### config.mk
export PLATFORM = sky130hd
export DESIGN_NAME = ebi_top
export DESIGN_NICKNAME = d
export VERILOG_FILES = /design/src/ebi_pkg.sv /design/src/ebi_top.sv /design/src/ebi_event_flags.sv /design/src/ebi_half_counter.sv
export VERILOG_INCLUDE_DIRS = /design/src
export SDC_FILE = /design/constraint.sdc
export NUM_CORES = 1
export LEC_CHECK = 0
export ABC_AREA = 1
export BUFFER_PORTS_ARGS = -buffer_cell sky130_fd_sc_hd__buf_4
export CAP_MARGIN = 20
export CORE_MARGIN = 2
export CORE_UTILIZATION = 49
export CTS_CLUSTER_DIAMETER = 200
export CTS_CLUSTER_SIZE = 16
export DETAILED_ROUTE_END_ITERATION = 8
export HOLD_SLACK_MARGIN = 0.03
export PLACE_DENSITY = 0.77
export SLEW_MARGIN = 20
export SYNTH_ARGS = -nofsm -noshare
export SYNTH_HDL_FRONTEND = slang
export SYNTH_SLANG_ARGS = --single-unit
### constraint.sdc
create_clock -name clk_i -period 1.7 [get_ports clk_i]
set_clock_uncertainty 0.05 [all_clocks]
set_input_delay 0.17 -clock clk_i [delete_from_list [all_inputs] [get_ports clk_i]]
set_output_delay 0.17 -clock clk_i [all_outputs]
set_load 0.005 [all_outputs]
### src/ebi_map.svh
// register map, field positions and reset values of the buffer interrupt enable block
`ifndef EBI_MAP_SVH
`define EBI_MAP_SVH

// register indices; the byte address is four times the index
`define EBI_IDX_CONFIG     9'h10a
`define EBI_IDX_EVENT      9'h12c
`define EBI_IDX_LOST       9'h130
`define EBI_IDX_COLL       9'h132
`define EBI_ADR_W          12
`define EBI_ADR_CONFIG     {1'b0, `EBI_IDX_CONFIG, 2'b00}
`define EBI_ADR_EVENT      {1'b0, `EBI_IDX_EVENT, 2'b00}
`define EBI_ADR_LOST       {1'b0, `EBI_IDX_LOST, 2'b00}
`define EBI_ADR_COLL       {1'b0, `EBI_IDX_COLL, 2'b00}

// internal register identifiers in bits 5:0
`define EBI_ID_CONFIG      6'h0b
`define EBI_ID_EVENT       6'h0c
`define EBI_ID_LOST        6'h10
`define EBI_ID_COLL        6'h12

// bit positions shared by the enable and event registers
`define EBI_BIT_SOFT       6
`define EBI_BIT_TX_READY   8
`define EBI_BIT_TX_STARVE  9
`define EBI_BIT_RX_LOST    10
`define EBI_BIT_RX_EARLY   11
`define EBI_BIT_COLL_HALF  12
`define EBI_BIT_LOST_HALF  13
`define EBI_BIT_ADDR_MATCH 15

`define EBI_CFG_WMASK      16'hbf00
`define EBI_CFG_RESET      16'h0000
`define EBI_EVT_MASK       16'hbf40
`define EBI_SOFT_MASK      16'h0040
`define EBI_FLAGS_RESET    16'h0000

// counters: width and the value from which the half-way step starts
`define EBI_CNT_W          10
`define EBI_CNT_HALF_FROM  10'h1ff
`define EBI_CNT_RESET      10'h000

`endif

### src/ebi_pkg.sv
// types of the buffer interrupt enable block
package ebi_pkg;
   typedef enum logic {EBI_IDLE, EBI_ACK} ebi_bus_state_t;
   typedef logic [15:0] ebi_word_t;
endpackage

### src/ebi_top.sv
// buffer interrupt enable register, buffer event flags and counters
// Function
// - enable bit set allows, clear blocks interrupt
// - config bits 5:0 read identifier 001011
// - soft request write raises interrupt, sets flag
// - soft request acts once per written one
// - ready-for-transmit interrupts when enabled
// - transmit underrun sets flag, interrupts if enabled
// - underrun frame abandoned, no further attempts
// - receive miss sets flag, interrupts if enabled
// - first 128 received bytes interrupt when enabled
// - collision count step 1FFh to 200h interrupts
// - collision counter counts receive activity during transmit
// - miss count step 1FFh to 200h interrupts
// - each receive miss increments miss counter
// - address match interrupts before 128-byte event
// - with match enabled, address match report becomes 128-byte event
// - config may load from EEPROM after reset
// - reading event register clears all flags
// - event register holds ready-for-transmit flag
//
// The implementer's own choice: the Wishbone interface to the registers.
`timescale 1ns/1ps
`include "ebi_map.svh"
module ebi_top (
   // clock and reset
   input  wire logic                   clk_i,
   input  wire logic                   rst_i,
   // wishbone slave
   input  wire logic                   wb_cyc_i,
   input  wire logic                   wb_stb_i,
   input  wire logic                   wb_we_i,
   input  wire logic [`EBI_ADR_W-1:0]  wb_adr_i,
   input  wire logic [3:0]             wb_sel_i,
   input  wire logic [31:0]            wb_dat_i,
   output logic      [31:0]            wb_dat_o,
   output logic                        wb_ack_o,
   // buffer events, one-cycle pulses
   input  wire logic                   tx_ready_i,
   input  wire logic                   tx_starve_i,
   input  wire logic                   rx_lost_i,
   input  wire logic                   rx_early_i,
   input  wire logic                   addr_match_i,
   input  wire logic                   collision_i,
   // configuration load after reset
   input  wire logic                   cfg_load_i,
   input  wire logic [15:0]            cfg_load_data_i,
   // results
   output logic                        irq_o,
   output logic                        tx_abandon_o
);
   ebi_pkg::ebi_bus_state_t state_reg;
   ebi_pkg::ebi_bus_state_t state_next;
   logic                    ack_reg;
   logic                    ack_next;
   logic [31:0]             dat_reg;
   logic [31:0]             dat_next;
   ebi_pkg::ebi_word_t      cfg_reg;
   ebi_pkg::ebi_word_t      cfg_next;
   logic                    irq_reg;
   logic                    irq_next;
   logic                    abandon_reg;
   logic                    abandon_next;

   logic                    acc;
   logic                    acc_wr;
   logic                    acc_rd;
   logic                    hit_cfg;
   logic                    hit_evt;
   logic                    hit_lost;
   logic                    hit_coll;
   logic                    soft_req;
   ebi_pkg::ebi_word_t      flags;
   ebi_pkg::ebi_word_t      flag_set;
   ebi_pkg::ebi_word_t      flag_clr;
   logic [`EBI_CNT_W-1:0]   lost_count;
   logic [`EBI_CNT_W-1:0]   coll_count;
   logic                    lost_half;
   logic                    coll_half;

   // access decode: an access is taken once, at the edge that raises ack
   assign acc      = wb_cyc_i && wb_stb_i && (state_reg == ebi_pkg::EBI_IDLE);
   assign acc_wr   = acc && wb_we_i;
   assign acc_rd   = acc && !wb_we_i;
   assign hit_cfg  = (wb_adr_i == `EBI_ADR_CONFIG);
   assign hit_evt  = (wb_adr_i == `EBI_ADR_EVENT);
   assign hit_lost = (wb_adr_i == `EBI_ADR_LOST);
   assign hit_coll = (wb_adr_i == `EBI_ADR_COLL);

   // the request bit is never stored, so each written one acts once
   assign soft_req = acc_wr && hit_cfg && wb_sel_i[0]
                     && wb_dat_i[`EBI_BIT_SOFT];

   // event sources
   always_comb begin
      flag_set                      = '0;
      flag_set[`EBI_BIT_SOFT]       = soft_req;
      flag_set[`EBI_BIT_TX_READY]   = tx_ready_i;
      flag_set[`EBI_BIT_TX_STARVE]  = tx_starve_i;
      flag_set[`EBI_BIT_RX_LOST]    = rx_lost_i;
      flag_set[`EBI_BIT_RX_EARLY]   = rx_early_i;
      flag_set[`EBI_BIT_COLL_HALF]  = coll_half;
      flag_set[`EBI_BIT_LOST_HALF]  = lost_half;
      flag_set[`EBI_BIT_ADDR_MATCH] = addr_match_i;
      // reading the event register clears every flag
      flag_clr = (acc_rd && hit_evt) ? 16'hffff : 16'h0000;
      // with match enabled the early event takes the place of the match report
      if (rx_early_i && cfg_reg[`EBI_BIT_ADDR_MATCH]) begin
         flag_clr[`EBI_BIT_ADDR_MATCH] = 1'b1;
      end
   end

   ebi_event_flags #(
      .N       (16)
   ) u_flags (
      .clk_i   (clk_i),
      .rst_i   (rst_i),
      .set_i   (flag_set),
      .clr_i   (flag_clr),
      .flags_o (flags)
   );

   ebi_half_counter #(
      .W         (`EBI_CNT_W),
      .HALF_FROM (`EBI_CNT_HALF_FROM)
   ) u_lost (
      .clk_i     (clk_i),
      .rst_i     (rst_i),
      .inc_i     (rx_lost_i),
      .clr_i     (acc_rd && hit_lost),
      .count_o   (lost_count),
      .half_o    (lost_half)
   );

   ebi_half_counter #(
      .W         (`EBI_CNT_W),
      .HALF_FROM (`EBI_CNT_HALF_FROM)
   ) u_coll (
      .clk_i     (clk_i),
      .rst_i     (rst_i),
      .inc_i     (collision_i),
      .clr_i     (acc_rd && hit_coll),
      .count_o   (coll_count),
      .half_o    (coll_half)
   );

   // bus, configuration and outputs
   always_comb begin
      state_next   = state_reg;
      ack_next     = 1'b0;
      dat_next     = dat_reg;
      cfg_next     = cfg_reg;
      abandon_next = tx_starve_i;
      case (state_reg)
         ebi_pkg::EBI_IDLE: begin
            if (acc) begin
               state_next = ebi_pkg::EBI_ACK;
               ack_next   = 1'b1;
            end
         end
         ebi_pkg::EBI_ACK: begin
            state_next = ebi_pkg::EBI_IDLE;
         end
         default: begin
            state_next = ebi_pkg::EBI_IDLE;
         end
      endcase
      if (cfg_load_i) begin
         cfg_next = cfg_load_data_i & `EBI_CFG_WMASK;
      end
      // bit 7 and bit 6 are not stored; upper lane holds the enables
      if (acc_wr && hit_cfg && wb_sel_i[1]) begin
         cfg_next = {wb_dat_i[15:8], 8'h00} & `EBI_CFG_WMASK;
      end
      if (acc_rd) begin
         if (hit_cfg) begin
            dat_next = {16'h0000, cfg_reg[15:8], 2'b00, `EBI_ID_CONFIG};
         end else if (hit_evt) begin
            dat_next = {16'h0000, flags[15:`EBI_BIT_SOFT] & 10'(`EBI_EVT_MASK >> `EBI_BIT_SOFT),
                        `EBI_ID_EVENT};
         end else if (hit_lost) begin
            dat_next = {16'h0000, lost_count, `EBI_ID_LOST};
         end else if (hit_coll) begin
            dat_next = {16'h0000, coll_count, `EBI_ID_COLL};
         end else begin
            dat_next = 32'h0000_0000;
         end
      end else if (acc_wr) begin
         dat_next = 32'h0000_0000;
      end
      // soft flag always passes; the others need their enable
      irq_next = |(flags & (cfg_reg | `EBI_SOFT_MASK));
   end

   always_ff @(posedge clk_i) begin
      if (rst_i) begin
         state_reg   <= ebi_pkg::EBI_IDLE;
         ack_reg     <= 1'b0;
         dat_reg     <= 32'h0000_0000;
         cfg_reg     <= `EBI_CFG_RESET;
         irq_reg     <= 1'b0;
         abandon_reg <= 1'b0;
      end else begin
         state_reg   <= state_next;
         ack_reg     <= ack_next;
         dat_reg     <= dat_next;
         cfg_reg     <= cfg_next;
         irq_reg     <= irq_next;
         abandon_reg <= abandon_next;
      end
   end

   assign wb_ack_o     = ack_reg;
   assign wb_dat_o     = dat_reg;
   assign irq_o        = irq_reg;
   assign tx_abandon_o = abandon_reg;
endmodule // ebi_top

### src/ebi_event_flags.sv
// sticky event flags, set wins over clear
`timescale 1ns/1ps
`include "ebi_map.svh"
module ebi_event_flags #(
   parameter int N = 16
) (
   // clock and reset
   input  wire logic         clk_i,
   input  wire logic         rst_i,
   // per flag set and clear
   input  wire logic [N-1:0] set_i,
   input  wire logic [N-1:0] clr_i,
   // flag state
   output logic      [N-1:0] flags_o
);
   logic [N-1:0] flags_reg;
   logic [N-1:0] flags_next;

   for (genvar i = 0; i < N; i++) begin : g_flag
      always_comb begin
         if (set_i[i]) begin
            flags_next[i] = 1'b1;
         end else if (clr_i[i]) begin
            flags_next[i] = 1'b0;
         end else begin
            flags_next[i] = flags_reg[i];
         end
      end

      always_ff @(posedge clk_i) begin
         if (rst_i) begin
            flags_reg[i] <= 1'b0;
         end else begin
            flags_reg[i] <= flags_next[i];
         end
      end
   end

   assign flags_o = flags_reg;
endmodule // ebi_event_flags

### src/ebi_half_counter.sv
// wrapping event counter, cleared on read, flags the half-way step
`timescale 1ns/1ps
`include "ebi_map.svh"
module ebi_half_counter #(
   parameter int               W         = `EBI_CNT_W,
   parameter logic [W-1:0]     HALF_FROM = `EBI_CNT_HALF_FROM
) (
   // clock and reset
   input  wire logic         clk_i,
   input  wire logic         rst_i,
   // count and clear strobes
   input  wire logic         inc_i,
   input  wire logic         clr_i,
   // state
   output logic      [W-1:0] count_o,
   output logic              half_o
);
   logic [W-1:0] count_reg;
   logic [W-1:0] count_next;

   always_comb begin
      if (clr_i) begin
         count_next = inc_i ? W'(1) : '0;
      end else if (inc_i) begin
         count_next = count_reg + W'(1);
      end else begin
         count_next = count_reg;
      end
   end

   always_ff @(posedge clk_i) begin
      if (rst_i) begin
         count_reg <= '0;
      end else begin
         count_reg <= count_next;
      end
   end

   // the step onto the half-way value, lost if the same cycle clears the count
   assign half_o  = inc_i && !clr_i && (count_reg == HALF_FROM);
   assign count_o = count_reg;
endmodule // ebi_half_counter

; ---- Word-level counts from Yosys, hierarchy flattened
; Cells that the tools add are included.
[classes]
add_sub_neg = 2
n_eq_ne = 6
n_mux = 34
n_bitwise = 2
n_reduce_logical = 33
[op_table]
columns = op, count
row1 = $mux 16, 7
row2 = $mux 32, 2
row3 = $eq 12x11->1 const B, 4
row4 = $mux 10, 4
row5 = $reduce_bool 2->1, 12
row6 = $add 10x1->10 const B, 2
row7 = $eq 10x9->1 const B, 2
row8 = $mux 1, 20
row9 = $and 16x16->16, 1
row10 = $logic_and 1x1->1, 16
row11 = $reduce_or 16->1, 1
row12 = $logic_not 1->1, 3
row13 = $pmux 1 s2, 1
row14 = $reduce_or 2->1, 1
row15 = $not 1->1, 1
[word_totals]
ff_bits = 71
inputBits = 76
word_cells = 93

; ---- Depth between registers and ports, before layout
[depth]
ltp_word = 8
mapped_depth = 10
mapped_depth_nobuf = 10

; ---- Modules after synthesis
; From an unflattened synthesis, not the netlist that was laid out.
[hier_totals]
cells_unflattened = 530
hier_area_um2 = 3505.9
[by_module_without_submodules]
columns = mod, instances, cells_each, area_per_inst_um2
row1 = ebi_top, 1, 300, 1833.0
row2 = ebi_half_counter, 2, 74, 508.0
row3 = ebi_event_flags, 1, 82, 656.9

; ---- Least setup slack after synthesis
; OpenSTA, ideal clock, no wires.
[synth_path]
kind = register -> register
startpoint = reg u_lost.count_reg[0], in the netlist u_lost.count_o[0]
endpoint = reg u_lost.count_reg[8], in the netlist u_lost.count_o[8]
setup_ns = 0.070
arrival_ns = 1.320
setup_slack_ns = 0.260
stages_incl_launch_ff = 9
path_buffers = 0
path_cell_list = dfxtp_1 > ha_1 > nand3_1 > nor2_1 > nand2_1 > nor2_1 > inv_1 > or2_2 > a21oi_1
[synth_between]
elab_chain_len = 3
[synth_rtl]
columns = item, line
row1 = from (decl), ebi_half_counter.sv:18  ; logic [W-1:0] count_reg;
row2 = from (signal assigned), ebi_half_counter.sv:35  ; count_reg <= count_next;
row3 = $add 10x1->10, ebi_half_counter.sv:25  ; count_next = count_reg + W'(1);
row4 = $mux 10, ebi_half_counter.sv:24  ; end else if (inc_i) begin
row5 = $mux 10, ebi_half_counter.sv:22  ; if (clr_i) begin
; No other way between the ends. The select of a mux whose other input is x is not followed.
; A chain may end at the register's enable or synchronous reset.

; ---- Worst setup path after layout
; Same ends and word-level chain as after synthesis.

==> impl_metrics.tcl <==
set metrics [dict create \
    fin_crit_ns 1.50 \
    yosysSeqAreaShare_pct 36.3 \
    grt_use_total_pct 22.2 \
    yosys.area.top_type_share_pct 36.3 \
    fillerInstances 582 \
    slowest_stage "dfxtp_4" \
    num_vias 2828 \
    core_area_sq_um 5850 \
    nets 581 \
    yosysUniqueCellTypes 34 \
    maxSlewViolCount 0 \
    cp-start-kind "flip-flop" \
    maxCapViolCount 0 \
    routed_wl_mm 6.72 \
    yosys.area_share.simple_pct 40.1 \
    largest_reg_flops 15 \
    fin_crit_sh_pct 88.4 \
    port_buffers 58 \
    area_growth_pct 19.2 \
    drtAntennaViolNets 0 \
    dr.pass1.iters 4 \
    p_per_area_nw_per_um2 638 \
    synth_edf_count 0 \
    first_iter_violations 85 \
    synth_area_per_cell_sq_um 6.65 \
    finalSetupTns_ns 0 \
    yosys-top-cells-count "nand2_1 (113), nand3_1 (55), dfxtp_1 (53), nor2_1 (53), inv_1 (48)" \
    start_util_pct 50.0 \
    die_w_microns 81.3 \
    synth_top_family_by_area "simple AND/OR/NAND/NOR gates" \
    post_drt_wl_per_cell_microns 11.6 \
    path_cells "ha_2 -> nand3_2 -> nor2_2 -> nand2_1 -> nor2_1 -> inv_1 -> or2_2 -> a21oi_1" \
    grt_max_degree 29 \
    diodes 0 \
    hpwl_mm 5.24 \
    cts_tree "built" \
    required_ns 1.89 \
    ir_drop_v 0.000521 \
    power.leakage_nw 1.59 \
    htreeDepth 2 \
    die_area_sq_um 6610 \
    synth_compound_area_share_pct 7.70 \
    status "completed" \
    synthCells 440 \
    die_h_microns 81.3 \
    grt_antenna_before_repair 0 \
    hold_path.class "in -> reg" \
    synth_area_leaders "dfxtp_1 (36%), nand2_1 (14%), nand3_1 (9.4%)" \
    synth_flop_cell "dfxtp_1" \
    report.final.setup_viol 0 \
    post-route-util_pct 59.6 \
    via_per_inst 4.88 \
    max_stage_delay_ns 0.38 \
    place_congestion 0.879 \
    grt_overflow 0 \
    clk-insertion-delay-late_ns 0.31 \
    path_class "reg -> reg" \
    synth.most_common_cell "nand2_1" \
    yosys-mux-area-fraction_pct 0 \
    multiInputGateArea_sq_um 1530 \
    finalHoldViolCount 0 \
    yosysWarnings 0 \
    ys_ff_latch 53 \
    worstPathArrival_ns 1.69 \
    clk_path_buf_depth 2 \
    drc_errors 0 \
    rsz0062_at_grt "no" \
    total_power_w 0.00223 \
    syn-cell-area_sq_um 2930 \
    cts-root-buf "clkbuf_8" \
    cts.clk_slew.worst_paths_ns 0.09 \
    numCtsBuffers 5 \
    cp_max_fo 5 \
    drive_above_1_share_pct 18.8 \
    io_pins 111 \
    async_flop_share_pct 0 \
    synth_fa_ha_area_share_pct 0.855 \
    cts_sinks 53 \
    grt_pass1_wl_mm 11.6 \
    synth_area_leader_cell "dfxtp_1" \
    synth_xor_area_share_pct 0.898 \
    seq_area_sq_um 1070 \
    placement_rows 28 \
    cp-end-kind "flip-flop" \
    fmax_mhz 665 \
    grt_pass1_vias 2699 \
]
==> report_power, final <==
group	switching, W	total [W]	internal, W
combinational	0.000142	0.000258	0.000117
sequential	0.0000261	0.00130	0.00127
clock	0.000385	0.000671	0.000286
total	0.000553	0.00223	0.00167
==> final cells by class <==
class,count,share of cell area (%)
Timing Repair Buffer,67,14.5
Inverter,55,6.06
Sequential cell,53,30.6
Clock inverter,2,0.287
Multi-Input combinational cell,321,43.8
Clock buffer,6,2.08
Tap cell,75,2.69
==> metrics by stage <==
| stage | cell area (sq um) | setup WS (ns) | std cells | hold slack (ns) |
|---|---|---|---|---|
| final | 3490 | 0.196 | 579 | 0.0437 |
| after floorplan | 2990 | 0.260 | 456 | 0.227 |
| after CTS | 3470 | 0.0769 | 579 | 0.0383 |
| after detailed placement | 3380 | 0.111 | 570 | 0.343 |
| after global placement | 3380 | 0.160 | 570 | 0.334 |
| after global routing | 3490 | 0.0161 | 579 | 0.0603 |
==> cell families after synthesis <==
logic type                 count (synthesis)
adders and majority gates                  2
buffers and inverters                     82
AOI/OAI and AO/OA                         43
other                                      1
xor gates and xnor gates                   3
and+or+nand+nor                          256
DFF                                       53
==> metal layers <==
| metal | vias up | global-route usage, % | share of wire (%) |
|---|---|---|---|
| met4 | 0 | 6.44 | 0.97 |
| met3 | 8 | 3.89 | 4.5 |
| met1 | 1255 | 27.2 | 46 |
| met5 | - | 0 | 0 |
| li1 | 1502 | - | - |
| met2 | 63 | 39.7 | 49 |
==> final timing paths <==
kind	startpoint	end	slack [ns]	cells after the start
max	u_lost.count_o[0]	u_lost.count_o[8]	0.20	8
min	tx_starve_i	u_flags.flags_o[9]	0.04	3
max reg2reg	u_lost.count_o[0]	u_lost.count_o[8]	0.20	8
min reg2reg	wb_dat_o[11]	wb_dat_o[11]	0.42	2
==> critical path: cells and delay by family (launching register included) <==
kind	cells	cell delay, ns
adders and majority gates	1	0.21
buffers and inverters	1	0.06
AOI/OAI and AO/OA	1	0.11
DFF	1	0.38
and+or+nand+nor	5	0.63
==> timing repair <==
item                                    in CTS  in global routing
buffers inserted                             0                  0
endpoints found under the hold margin        1                  0
endpoints found under the setup margin       0                  2
hold buffers                                 1                  0
gates resized for setup                      0                  7
==> placed cells by master (no fill, tap or decap), drive strengths merged <==
cell type and n:
xor2 3, nand3 57, o211ai 1, nand2 116
nor3b 6, dlygate4sd3 1, nand4 11, o21ai 4
clkbuf 6, clkinv 4, nor2 57, or3 1
or2 1, conb 17, nor3 7, a211oi 1
ha 2, a221oi 1, buf 66, dfxtp 53
a31oi 1, a21oi 35, inv 53
(Power assumes the default switching activity.)
